==> config.mk <==
export PLATFORM = sky130hd
export DESIGN_NAME = ssu_top
export DESIGN_NICKNAME = d
export VERILOG_FILES = /design/src/ssu_pkg.sv /design/src/ssu_top.sv
export SDC_FILE = /design/constraint.sdc
export NUM_CORES = 1
export LEC_CHECK = 0
export ABC_AREA = 1
export BUFFER_PORTS_ARGS = -buffer_cell sky130_fd_sc_hd__buf_4
export CAP_MARGIN = 25
export CORE_MARGIN = 2
export CORE_UTILIZATION = 30
export CTS_BUF_LIST = sky130_fd_sc_hd__clkbuf_8
export CTS_CLUSTER_DIAMETER = 60
export DETAILED_ROUTE_END_ITERATION = 12
export PLACE_DENSITY = 0.52
export SYNTH_ARGS = -nofsm -noshare
export SYNTH_HDL_FRONTEND = slang
export SYNTH_SLANG_ARGS = --single-unit
==> constraint.sdc <==
create_clock -name mclk -period 2.9 [get_ports mclk]
set_input_delay 0.29 -clock mclk [delete_from_list [all_inputs] [get_ports mclk]]
set_output_delay 0.29 -clock mclk [all_outputs]
set_load 0.02 [all_outputs]
==> src/ssu_pkg.sv <==
package ssu_pkg;
	// clock and timer step
	localparam int unsigned CLK_PERIOD_NS         = 4;
	localparam int unsigned TICK_TIME_NS          = 50000;
	localparam int unsigned TICK_CYC              = (TICK_TIME_NS + CLK_PERIOD_NS - 1) / CLK_PERIOD_NS;
	// fixed sequence times
	localparam int unsigned CHECK_OUTPUT_DELAY_NS = 4000;
	localparam int unsigned CHECK_DLY_CYC         = (CHECK_OUTPUT_DELAY_NS + CLK_PERIOD_NS - 1) / CLK_PERIOD_NS;
	localparam int unsigned POST_TEST_SETTLE_NS   = 5000;
	localparam int unsigned SETTLE_CYC            = (POST_TEST_SETTLE_NS + CLK_PERIOD_NS - 1) / CLK_PERIOD_NS;
	// supply supervision times
	localparam int unsigned LOCKOUT_ENABLE_NS     = 64000;
	localparam int unsigned LOCK_EN_CYC           = (LOCKOUT_ENABLE_NS + CLK_PERIOD_NS - 1) / CLK_PERIOD_NS;
	localparam int unsigned LOCKOUT_DISABLE_NS    = 64000;
	localparam int unsigned LOCK_DIS_CYC          = (LOCKOUT_DISABLE_NS + CLK_PERIOD_NS - 1) / CLK_PERIOD_NS;
	localparam int unsigned POR_RELEASE_NS        = 64000;
	localparam int unsigned POR_REL_CYC           = (POR_RELEASE_NS + CLK_PERIOD_NS - 1) / CLK_PERIOD_NS;
	// counter widths
	localparam int unsigned CNT_W                 = 20;
	localparam int unsigned TICK_W                = 16;
	localparam int unsigned DLY_W                 = 11;
	localparam int unsigned START_W               = 12;
	localparam int unsigned SHORT_W               = 8;
	// register map (byte addresses)
	localparam logic [11:0] ADDR_START_WAIT       = 12'h000;
	localparam logic [11:0] ADDR_FAULT_REQ        = 12'h004;
	localparam logic [11:0] ADDR_PULSE_WIDTH      = 12'h008;
	localparam logic [11:0] ADDR_STATUS           = 12'h00C;
	// reset values, in 50 us steps
	localparam logic [START_W-1:0] START_WAIT_RST = 12'h014;
	localparam logic [SHORT_W-1:0] FAULT_REQ_RST  = 8'h14;
	localparam logic [SHORT_W-1:0] PULSE_RST      = 8'h14;
	// status field positions
	localparam int unsigned STAT_PWR_LSB          = 0;
	localparam int unsigned STAT_ST_LSB           = 4;
	localparam int unsigned STAT_OUT_LSB          = 8;
	localparam int unsigned STAT_DRV_BIT          = 12;
	// output stage modes
	localparam logic [2:0] OUT_HIZ                = 3'h0;
	localparam logic [2:0] OUT_FOLLOW             = 3'h1;
	localparam logic [2:0] OUT_CHECK_LOW          = 3'h2;
	localparam logic [2:0] OUT_CHECK_HIGH         = 3'h3;
	localparam logic [2:0] OUT_SAT_TOP            = 3'h4;
	localparam logic [2:0] OUT_SAT_BOTTOM         = 3'h5;
	localparam logic [2:0] OUT_QUIESCENT          = 3'h6;
	localparam logic [2:0] OUT_GROUND             = 3'h7;
	// supply supervisor states
	typedef enum logic [2:0] {
		PWR_OFF, PWR_POR, PWR_WAKE, PWR_ON, PWR_LOCKWAIT, PWR_LOCKED, PWR_UNLOCK
	} ssu_pwr_t;
	// self-test states
	typedef enum logic [2:0] {
		ST_IDLE, ST_START, ST_CHECK, ST_POS, ST_GAP, ST_NEG, ST_SETTLE
	} ssu_st_t;
endpackage : ssu_pkg

==> src/ssu_top.sv <==
// Notes on behaviour
// line pulled low starts self-test counter
// field over threshold restarts start counter
// start wait done: low level, check
// check output follows fault line level
// check output changes after propagation delay
// check state has no time limit
// line high for request time: fault test
// controller keeps line released in fault test
// positive stimulus, pull line on crossing
// after pulse width remove positive stimulus
// after gap, negative stimulus, pull line
// negative pulse done: settle, then exit
// bus transaction abandons any self-test
// start ignored during bus transaction
// supply below lower lockout leaves self-test
// output high impedance, release counter starts
// high impedance until upper lockout, delay
// lockout after enable delay, else normal
// leave lockout after disable delay
// below lower reset threshold: high impedance
// start wait spans 0.05 to 200 ms
// fault request spans 0.05 to 10 ms
// times are configuration, converted to cycles
//
// Added by the designer: the register addresses and the APB interface to the registers.
module ssu_top
	import ssu_pkg::*;
#(
	parameter int unsigned TICK_CYCLES     = TICK_CYC,
	parameter int unsigned LOCK_EN_CYCLES  = LOCK_EN_CYC,
	parameter int unsigned LOCK_DIS_CYCLES = LOCK_DIS_CYC,
	parameter int unsigned POR_REL_CYCLES  = POR_REL_CYC
) (
	// clock and reset
	input  wire logic        mclk,
	input  wire logic        rst_b,
	// apb slave
	input  wire logic        psel,
	input  wire logic        penable,
	input  wire logic        pwrite,
	input  wire logic [11:0] paddr,
	input  wire logic [31:0] pwdata,
	output logic      [31:0] prdata,
	output logic             pready,
	output logic             pslverr,
	// supply comparators
	input  wire logic        supply_above_por_upper,
	input  wire logic        supply_above_por_lower,
	input  wire logic        supply_above_lockout_upper,
	input  wire logic        supply_above_lockout_lower,
	// signal path comparators
	input  wire logic        field_over_fault,
	input  wire logic        output_over_fault,
	// open-drain fault line
	input  wire logic        fault_pin_i,
	output logic             fault_pin_o,
	output logic             fault_pin_oe_b,
	// output stage mode
	output logic      [2:0]  out_mode
);

	localparam logic [TICK_W-1:0] TICK_LAST   = TICK_W'(TICK_CYCLES - 1);
	localparam logic [CNT_W-1:0]  EN_LAST     = CNT_W'(LOCK_EN_CYCLES - 1);
	localparam logic [CNT_W-1:0]  DIS_LAST    = CNT_W'(LOCK_DIS_CYCLES - 1);
	localparam logic [CNT_W-1:0]  REL_LAST    = CNT_W'(POR_REL_CYCLES - 1);
	localparam logic [DLY_W-1:0]  CHECK_LAST  = DLY_W'(CHECK_DLY_CYC - 1);
	localparam logic [DLY_W-1:0]  SETTLE_LAST = DLY_W'(SETTLE_CYC - 1);

	logic [6:0]         sync1_q;
	logic [6:0]         sync2_q;
	logic               por_up;
	logic               por_low;
	logic               lock_up;
	logic               lock_low;
	logic               field_over;
	logic               out_over;
	logic               line_high;
	ssu_pwr_t           pwr_q;
	logic [CNT_W-1:0]   pwr_cnt_q;
	ssu_st_t            st_q;
	logic [TICK_W-1:0]  presc_q;
	logic [START_W-1:0] tick_cnt_q;
	logic [DLY_W-1:0]   dly_q;
	logic               shown_hi_q;
	logic [2:0]         own_q;
	logic [START_W-1:0] start_wait_q;
	logic [SHORT_W-1:0] fault_req_q;
	logic [SHORT_W-1:0] pulse_q;
	logic               pwr_on;
	logic               abort;
	logic               tick;
	logic               apb_setup;
	logic               apb_write;
	logic               mapped;
	logic [31:0]        rd_data;

	// two-stage synchronisers for all asynchronous comparator inputs
	always_ff @(posedge mclk or negedge rst_b) begin
		if (!rst_b) begin
			sync1_q <= 7'h00;
			sync2_q <= 7'h00;
		end else begin
			sync1_q <= {supply_above_por_upper, supply_above_por_lower, supply_above_lockout_upper,
				supply_above_lockout_lower, field_over_fault, output_over_fault, fault_pin_i};
			sync2_q <= sync1_q;
		end
	end

	assign {por_up, por_low, lock_up, lock_low, field_over, out_over, line_high} = sync2_q;
	assign pwr_on = (pwr_q == PWR_ON);
	assign tick   = (presc_q == TICK_LAST);
	assign abort  = (st_q != ST_IDLE) && (psel || !pwr_on);

	// supply supervisor: power-on release and undervoltage lockout
	always_ff @(posedge mclk or negedge rst_b) begin
		if (!rst_b) begin
			pwr_q     <= PWR_OFF;
			pwr_cnt_q <= '0;
		end else if (!por_low && pwr_q != PWR_OFF) begin
			pwr_q     <= PWR_OFF;
			pwr_cnt_q <= '0;
		end else begin
			unique case (pwr_q)
				PWR_OFF: begin
					pwr_cnt_q <= '0;
					if (por_up) begin
						pwr_q <= PWR_POR;
					end
				end
				PWR_POR: begin
					if (pwr_cnt_q != REL_LAST) begin
						pwr_cnt_q <= pwr_cnt_q + 1'b1;
					end else if (lock_up) begin
						pwr_q     <= PWR_WAKE;
						pwr_cnt_q <= '0;
					end
				end
				PWR_WAKE, PWR_UNLOCK: begin
					if (pwr_cnt_q == DIS_LAST) begin
						pwr_q     <= PWR_ON;
						pwr_cnt_q <= '0;
					end else begin
						pwr_cnt_q <= pwr_cnt_q + 1'b1;
					end
				end
				PWR_ON: begin
					pwr_cnt_q <= '0;
					if (!lock_low) begin
						pwr_q <= PWR_LOCKWAIT;
					end
				end
				PWR_LOCKWAIT: begin
					if (lock_low) begin
						pwr_q     <= PWR_ON;
						pwr_cnt_q <= '0;
					end else if (pwr_cnt_q == EN_LAST) begin
						pwr_q     <= PWR_LOCKED;
						pwr_cnt_q <= '0;
					end else begin
						pwr_cnt_q <= pwr_cnt_q + 1'b1;
					end
				end
				PWR_LOCKED: begin
					pwr_cnt_q <= '0;
					if (lock_up) begin
						pwr_q <= PWR_UNLOCK;
					end
				end
			endcase
		end
	end

	// self-test sequencer with 50 us tick timer and short cycle counter
	always_ff @(posedge mclk or negedge rst_b) begin
		if (!rst_b) begin
			st_q       <= ST_IDLE;
			presc_q    <= '0;
			tick_cnt_q <= '0;
			dly_q      <= '0;
			shown_hi_q <= 1'b0;
		end else if (abort) begin
			st_q       <= ST_IDLE;
			presc_q    <= '0;
			tick_cnt_q <= '0;
			dly_q      <= '0;
			shown_hi_q <= 1'b0;
		end else begin
			presc_q <= tick ? '0 : presc_q + 1'b1;
			if (tick) begin
				tick_cnt_q <= tick_cnt_q + 1'b1;
			end
			unique case (st_q)
				ST_IDLE: begin
					presc_q    <= '0;
					tick_cnt_q <= '0;
					// own drive and its echo must be gone before a start counts
					if (!line_high && fault_pin_oe_b && own_q == 3'h0 && !psel && pwr_on) begin
						st_q <= ST_START;
					end
				end
				ST_START: begin
					if (field_over) begin
						presc_q    <= '0;
						tick_cnt_q <= '0;
					end else if (tick_cnt_q >= start_wait_q) begin
						st_q       <= ST_CHECK;
						shown_hi_q <= 1'b0;
						dly_q      <= '0;
						presc_q    <= '0;
						tick_cnt_q <= '0;
					end
				end
				ST_CHECK: begin
					// shown level trails the line by the propagation delay
					if (line_high != shown_hi_q) begin
						if (dly_q == CHECK_LAST) begin
							shown_hi_q <= line_high;
							dly_q      <= '0;
						end else begin
							dly_q <= dly_q + 1'b1;
						end
					end else begin
						dly_q <= '0;
					end
					if (!line_high) begin
						presc_q    <= '0;
						tick_cnt_q <= '0;
					end else if (tick_cnt_q >= START_W'(fault_req_q)) begin
						st_q       <= ST_POS;
						presc_q    <= '0;
						tick_cnt_q <= '0;
					end
				end
				ST_POS, ST_GAP, ST_NEG: begin
					if (tick_cnt_q >= START_W'(pulse_q)) begin
						presc_q    <= '0;
						tick_cnt_q <= '0;
						dly_q      <= '0;
						unique case (st_q)
							ST_POS:  st_q <= ST_GAP;
							ST_GAP:  st_q <= ST_NEG;
							default: st_q <= ST_SETTLE;
						endcase
					end
				end
				ST_SETTLE: begin
					if (dly_q == SETTLE_LAST) begin
						st_q <= ST_IDLE;
					end else begin
						dly_q <= dly_q + 1'b1;
					end
				end
			endcase
		end
	end

	// fault line pull-down: stimulus crossings, or over-field in normal use
	always_ff @(posedge mclk or negedge rst_b) begin
		if (!rst_b) begin
			fault_pin_oe_b <= 1'b1;
			fault_pin_o    <= 1'b0;
			own_q          <= 3'h0;
		end else begin
			fault_pin_oe_b <= !((((st_q == ST_POS) || (st_q == ST_NEG)) && out_over) ||
				((st_q == ST_IDLE) && pwr_on && field_over));
			fault_pin_o    <= 1'b0;
			own_q          <= {own_q[1:0], !fault_pin_oe_b};
		end
	end

	// output stage mode from supply and self-test state
	always_ff @(posedge mclk or negedge rst_b) begin
		if (!rst_b) begin
			out_mode <= OUT_HIZ;
		end else if (pwr_q == PWR_OFF || pwr_q == PWR_POR || pwr_q == PWR_WAKE) begin
			out_mode <= OUT_HIZ;
		end else if (pwr_q == PWR_LOCKED || pwr_q == PWR_UNLOCK) begin
			out_mode <= OUT_GROUND;
		end else begin
			unique case (st_q)
				ST_IDLE, ST_START: out_mode <= OUT_FOLLOW;
				ST_CHECK:          out_mode <= shown_hi_q ? OUT_CHECK_HIGH : OUT_CHECK_LOW;
				ST_POS:            out_mode <= OUT_SAT_TOP;
				ST_NEG:            out_mode <= OUT_SAT_BOTTOM;
				ST_GAP, ST_SETTLE: out_mode <= OUT_QUIESCENT;
			endcase
		end
	end

	// apb decode and read mux
	assign apb_setup = psel && !penable;
	assign apb_write = psel && penable && pready && pwrite && !pslverr;
	assign mapped    = (paddr == ADDR_START_WAIT) || (paddr == ADDR_FAULT_REQ) ||
		(paddr == ADDR_PULSE_WIDTH) || (paddr == ADDR_STATUS);

	always_comb begin
		rd_data = 32'h0000_0000;
		unique case (paddr)
			ADDR_START_WAIT:  rd_data[START_W-1:0] = start_wait_q;
			ADDR_FAULT_REQ:   rd_data[SHORT_W-1:0] = fault_req_q;
			ADDR_PULSE_WIDTH: rd_data[SHORT_W-1:0] = pulse_q;
			ADDR_STATUS: begin
				rd_data[STAT_PWR_LSB +: 3] = pwr_q;
				rd_data[STAT_ST_LSB +: 3]  = st_q;
				rd_data[STAT_OUT_LSB +: 3] = out_mode;
				rd_data[STAT_DRV_BIT]      = !fault_pin_oe_b;
			end
			default: rd_data = 32'h0000_0000;
		endcase
	end

	// apb answer: no wait states, error on unmapped address
	always_ff @(posedge mclk or negedge rst_b) begin
		if (!rst_b) begin
			pready  <= 1'b0;
			pslverr <= 1'b0;
			prdata  <= 32'h0000_0000;
		end else begin
			pready  <= apb_setup;
			pslverr <= apb_setup && !mapped;
			prdata  <= (apb_setup && !pwrite) ? rd_data : 32'h0000_0000;
		end
	end

	// timing configuration in 50 us steps; zero is held as one step
	always_ff @(posedge mclk or negedge rst_b) begin
		if (!rst_b) begin
			start_wait_q <= START_WAIT_RST;
			fault_req_q  <= FAULT_REQ_RST;
			pulse_q      <= PULSE_RST;
		end else if (apb_write) begin
			if (paddr == ADDR_START_WAIT) begin
				start_wait_q <= (pwdata[START_W-1:0] == '0) ? START_W'(1) : pwdata[START_W-1:0];
			end
			if (paddr == ADDR_FAULT_REQ) begin
				fault_req_q <= (pwdata[SHORT_W-1:0] == '0) ? SHORT_W'(1) : pwdata[SHORT_W-1:0];
			end
			if (paddr == ADDR_PULSE_WIDTH) begin
				pulse_q <= (pwdata[SHORT_W-1:0] == '0) ? SHORT_W'(1) : pwdata[SHORT_W-1:0];
			end
		end
	end
endmodule : ssu_top

==> flow_summary.json, run 1 <==
{
  "cp-end-kind": "flop",
  "die-area_sq_mm": 0.0265,
  "synth-main-ff-cell": "dfrtp_1",
  "drt_drc_violations_left": 0,
  "portBuffers": 54,
  "yosysSeqAreaShare_pct": 43.1,
  "netlist_area_sq_mm": 0.00757,
  "drt-wirelength-per-cell_um": 13.0,
  "vias": 6228,
  "rsz0062_at_grt": "false",
  "synthArstFlopShare_pct": 100,
  "drt_pass1_iterations": 5,
  "ys_ff_latch": 130,
  "n_antenna_cell": 0,
  "setup_violations": 0,
  "overflow": 0,
  "vias_per_cell": 4.53,
  "synthCells": 960,
  "power_density_mw_per_mm2": 524,
  "slew_viol_final": 0,
  "hold_viol": 0,
  "crit_arrival_ns": 2.49,
  "gp_congestion": 0.853,
  "drtIter0Drc": 328,
  "clockRootBuffer": "clkbuf_8",
  "yosysWarnings": 0,
  "first_global_vias": 6079,
  "cts_made_buffers": 17,
  "hold_end": "start_wait_q[5]",
  "fin_skew_ns": 0.0176,
  "min_period_ns": 2.17,
  "ioPinCount": 95,
  "wl_um": 17900,
  "layout-drive-gt1-share_pct": 15.3,
  "synthDistinctLibCells": 46,
  "core-area_sq_mm": 0.0250,
  "setup_tns_ns": 0,
  "avgSynthCellArea_sq_um": 7.89,
  "critPathRequiredTime_ns": 3.21,
  "hp-start": "pwdata[5]",
  "die_x_um": 163,
  "vdd_drop_max_mv": 0.245,
  "leakage_uw": 0.00418,
  "start_kind": "flop",
  "r2r_cells": 11,
  "synth-edff-count": 0,
  "htree_levels": 4,
  "layout.nets": 1121,
  "clk_pin_slew_ns": 0.08,
  "clock_sinks": 130,
  "timing.rr.end": "dly_q[9]",
  "cts_setup_buffers": 0,
  "grt_pass1_wl_um": 30300,
  "fmax_mhz": 460,
  "rows": 58,
  "finalPower_uw": 4570,
  "reg2reg_from": "tick_cnt_q[0]",
  "path_max_fanout": 5,
  "grt_usage_pct": 14.4,
  "drt.antenna.violating_nets": 0,
  "dp_hpwl_um": 13600,
  "fin_util_pct": 34.9,
  "fin_crit_sh_pct": 75.0,
  "worst_slew_pin_slew_ns": 0.689,
  "slew_headroom_pct": 53.9,
  "r2r_slack_ns": 0.73,
  "antenna_found_initial": 0,
  "grt_max_degree": 71,
  "min_path_type": "in -> reg",
  "drv_cap": 0,
  "syn_to_final_growth_pct": 15.1,
  "die_h_um": 163,
  "initial_core_util_pct": 30.3,
  "holdWs_ns": 0.0468,
  "whs_path_depth": 3,
  "outcome": "completed",
  "cts_tree": "built",
  "crit_type": "reg -> reg",
  "clk_path_buf_depth": 2,
  "worstSkewPairLatency_ns": 0.45
}
## logic make-up after synthesis
group,Yosys count,synth area share (%)
AO/OA/AOI/OAI,114,8.76
XOR/XNOR,33,3.82
adder cells (fa/ha/maj),33,5.45
buffers and inverters,167,9.92
flip-flops,130,43.1
multiplexers,1,0.132
other,1,0.0495
AND/OR/NAND/NOR,481,28.8
## worst max-delay path: stages (launching register included)
cell and delay, ns:
dfrtp_1 0.43, inv_1 0.17, ha_1 0.32, nand2_1 0.05
nand3b_1 0.08, nand2_1 0.05, nand2_1 0.09, nand2_1 0.08
nand3_1 0.17, nand2_1 0.11, nor2_1 0.35, o21ai_0 0.14
## Yosys cell counts, drive strengths merged (3+ instances only)
cell / instances / area (sq um)
a21oi: 27 / 143
buf: 32 / 244
nand3: 63 / 358
nor4: 5 / 31.3
nand2: 225 / 880
o21ai: 64 / 362
nor2: 138 / 603
o22ai: 13 / 81.3
dfrtp: 123 / 3080
ha: 33 / 413
inv: 134 / 503
xnor2: 3 / 26.3
nand3b: 4 / 30.0
nand4: 22 / 138
a211oi: 3 / 22.5
or2: 3 / 21.3
dfstp: 7 / 184
xor2: 30 / 263
nor3: 19 / 105
## per-stage QoR
step | setup slack, ns | area [sq um] | instances
finish | 0.725 | 8710 | 1375
global route | 0.548 | 8710 | 1375
CTS | 0.700 | 8710 | 1375
detailed placement | 0.720 | 8250 | 1334
global placement | 0.753 | 8250 | 1334
floorplan | 1.17 | 7640 | 979
## worst max-delay path by stage
stage                        from     endpoint  slack, ns
floorplan              pulse_q[4]  presc_q[11]       1.17
global placement    tick_cnt_q[0]     dly_q[9]       0.75
detailed placement  tick_cnt_q[0]     dly_q[4]       0.72
CTS                 tick_cnt_q[0]     dly_q[9]       0.70
global route        tick_cnt_q[7]     dly_q[9]       0.55
finish              tick_cnt_q[0]     dly_q[9]       0.73
## what timing repair did
action                    4_1_cts  5_1_grt
hold buffers                    9        0
hold endpoints to repair       69        0
resized for setup               0        0
## final cells by class
type,count,area [sq um]
clock inverters,15,145
fillers,2654,16200
well taps,330,413
clock buffers,17,234
repair buffers,67,529
multi-input cells,682,3630
flip-flops and latches,130,3260
inverters,134,503
## cell usage in the layout (no fill, tap or decap), types with 3 or more instances in the layout
cell type        n
a211oi_1         3
a21oi_1         25
buf_4           57
clkbuf_8        17
clkinv_2         4
clkinvlp_4       3
conb_1          20
dfrtp_1        123
dfstp_2          7
dlygate4sd3_1    9
ha_1            33
inv_1          125
inv_2           11
nand2_1        215
nand2_2          8
nand3_1         56
nand3_2          6
nand3b_1         4
nand4_1         22
nor2_1         118
nor2_2          13
nor2_4           7
nor3_1          17
nor4_1           5
o21ai_0         47
o21ai_1          6
o21ai_2         11
o22ai_1         13
xnor2_1          3
xor2_1          30
## report_power, final
part           switching (uW)  leakage [uW]  internal, uW
clock network             766      0.000195           757
logic                     763       0.00229           304
registers                84.7       0.00170          1890
## flip-flops by register name, summed over array words and instances, names as in the netlist, 3 cells and up
signal	cells
pwr_cnt_q	20
own_q	3
prdata	13
st_q	3
sync2_q	7
out_mode	3
sync1_q	7
presc_q	16
fault_req_q	8
start_wait_q	12
dly_q	11
tick_cnt_q	12
pwr_q	3
pulse_q	8
## per-layer routing
metal / vias up / track usage [%] / wire length [um]
met4: 0 / 3.82 / 245
met2: 122 / 23.1 / 8230
met3: 17 / 3.26 / 764
met1: 2902 / 19.6 / 8700
li1: 3187 / - / -
met5: - / 0 / 0
Power figures use the tool's default switching activity.
==> run 2, diff against run 1 <==
--- a/config.mk
+++ b/config.mk
@@ -13,7 +13,7 @@
 export CTS_BUF_LIST = sky130_fd_sc_hd__clkbuf_8
 export CTS_CLUSTER_DIAMETER = 60
 export DETAILED_ROUTE_END_ITERATION = 12
-export PLACE_DENSITY = 0.52
+export PLACE_DENSITY = 0.53
 export SYNTH_ARGS = -nofsm -noshare
 export SYNTH_HDL_FRONTEND = slang
 export SYNTH_SLANG_ARGS = --single-unit
==> constraint.sdc (replaced) <==
create_clock -name mclk -period 2 [get_ports mclk]
set_input_delay 0.2 -clock mclk [delete_from_list [all_inputs] [get_ports mclk]]
set_output_delay 0.2 -clock mclk [all_outputs]
set_load 0.02 [all_outputs]
==> run 2 against run 1 <==
  * Routed wire length grew 4.8%
  * Critical endpoint is now presc_q[5]
  * Non-clock buffer count grew 48
  * Via count grew 3.0%
  * Die area is the same
  * Critical path type unchanged
  * Flip-flop and latch count is the same
==> flow_summary.json, run 2 (synthesis results as in run 1) <==
{
  "gp_congestion": 0.829,
  "die_h_um": 163,
  "syn_to_final_growth_pct": 24.3,
  "dp_cells": 1366,
  "crit_arrival_ns": 2.27,
  "die_x_um": 163,
  "clk_path_buf_depth": 2,
  "use_met1_pct": 20.1,
  "gr-max-usage-layer": "met2",
  "crit_type": "reg -> reg",
  "clockRootBuffer": "clkbuf_8",
  "stdcell_area_sq_mm": 0.00941,
  "power_density_mw_per_mm2": 773,
  "cts_tree": "built",
  "die-area_sq_mm": 0.0265,
  "setup_violations": 0,
  "ioPinCount": 95,
  "largestRegisters": "pwr_cnt_q (20), presc_q (16), prdata (13)",
  "timing.final.ws_setup_ns": 0.0724,
  "n_antenna_cell": 0,
  "core-area_sq_mm": 0.0250,
  "clock_sinks": 130,
  "hold_viol": 0,
  "rsz0062_at_grt": "true",
  "setup_tns_ns": 0,
  "met2_usage_pct": 24.4,
  "drt-wirelength-per-cell_um": 13.2,
  "worstSkewPairLatency_ns": 0.45,
  "overflow": 0,
  "largest_reg_flops": 20,
  "outcome": "completed",
  "initial_core_util_pct": 30.3,
  "cts_made_buffers": 17,
  "wl_um": 18800,
  "rows": 58,
  "critPathRequiredTime_ns": 2.34,
  "final_cells": 1423,
  "drt.antenna.violating_nets": 0,
  "dp_hpwl_um": 14100,
  "path_max_fanout": 8,
  "fin_skew_ns": 0.0146,
  "dpl-instance-area_sq_mm": 0.00851,
  "vias_per_cell": 4.51,
  "start_kind": "flop",
  "vias": 6416,
  "finalPower_uw": 7280,
  "first_global_vias": 6351,
  "clk_pin_slew_ns": 0.08,
  "cp-end-kind": "flop",
  "vdd_drop_max_mv": 0.385,
  "pre_cts_slack_ns": 0.0488,
  "layout.nets": 1169,
  "layout_commonest_cell": "nand2_1",
  "drt_drc_violations_left": 0,
  "grt_max_degree": 41,
  "worst_slew_pin_slew_ns": 0.513,
  "htree_levels": 4,
  "min_period_ns": 1.93,
  "drt_pass1_iterations": 5,
  "fin_crit_sh_pct": 96.4,
  "final_cell_mix": "nand2_1 (204), dfrtp_1 (118), inv_1 (116)",
  "antenna_found_initial": 0,
  "slew_viol_final": 0,
  "leakage_uw": 0.00445,
  "grt_pass1_wl_um": 31400,
  "fmax_mhz": 519,
  "drtIter0Drc": 309,
  "grt_usage_pct": 14.9,
  "drv_cap": 0,
  "min_path_type": "in -> reg",
  "grtUsageMet3_pct": 3.31,
  "portBuffers": 54,
  "layout-drive-gt1-share_pct": 23.1,
  "regMostFlops": "pwr_cnt_q",
  "slew_headroom_pct": 65.5
}
run 2: routing by layer:
metal	vias to the layer above	routed length (um)
li1	3285	-
met1	2996	9000
met2	119	8810
met3	16	759
met4	0	233
met5	-	0
run 2: worst paths after layout:
| kind | start | endpoint | slack [ns] | cells past startpoint |
|---|---|---|---|---|
| setup / recovery | pulse_q[4] | presc_q[5] | 0.07 | 10 |
| hold / removal | pwdata[8] | start_wait_q[8] | 0.03 | 3 |
| setup reg to reg | pulse_q[4] | presc_q[5] | 0.07 | 10 |
| hold reg to reg | sync1_q[5] | sync2_q[5] | 0.35 | 0 |
| max in group asynchronous | rst_b | fault_pin_oe_b | 1.09 | 3 |
| min in group asynchronous | rst_b | pulse_q[1] | 0.21 | 2 |
run 2: critical path: stages, from the launching register on:
cell and delay, ns:
dfstp_2 0.54, inv_1 0.07, ha_1 0.28, nand2_1 0.06
nor3_2 0.10, nand2_1 0.09, nand3_1 0.08, nand4_1 0.19
nand2_2 0.20, clkbuf_16 0.18, nor2_2 0.03
run 2: cell type report:
class / count / area (sq um)
clock buffer: 19 / 262
clock inverter: 13 / 171
fill: 2590 / 15600
inverter: 134 / 503
multi-input combinational: 682 / 3840
sequential: 130 / 3270
tap: 330 / 413
timing repair buffer: 115 / 956
run 2: through the flow:
stage	util, %	hold WS (ns)
3_3_place_gp	34.1	0.116
5_1_grt	37.7	0.00621
6_report	37.7	0.0283
2_1_floorplan	-	-0.0956
4_1_cts	36.5	0.00307
3_5_place_dp	34.1	0.118
run 2: power breakdown:
part | switching, uW | internal (uW)
clock network | 1170 | 1320
logic | 1230 | 696
registers | 117 | 2740
run 2: timing repair:
item,in CTS,in global routing
endpoints found under the hold margin,96,0
setup endpoints to repair,0,44
hold buffers,17,0
gates resized for setup,0,56
buffers inserted,0,7
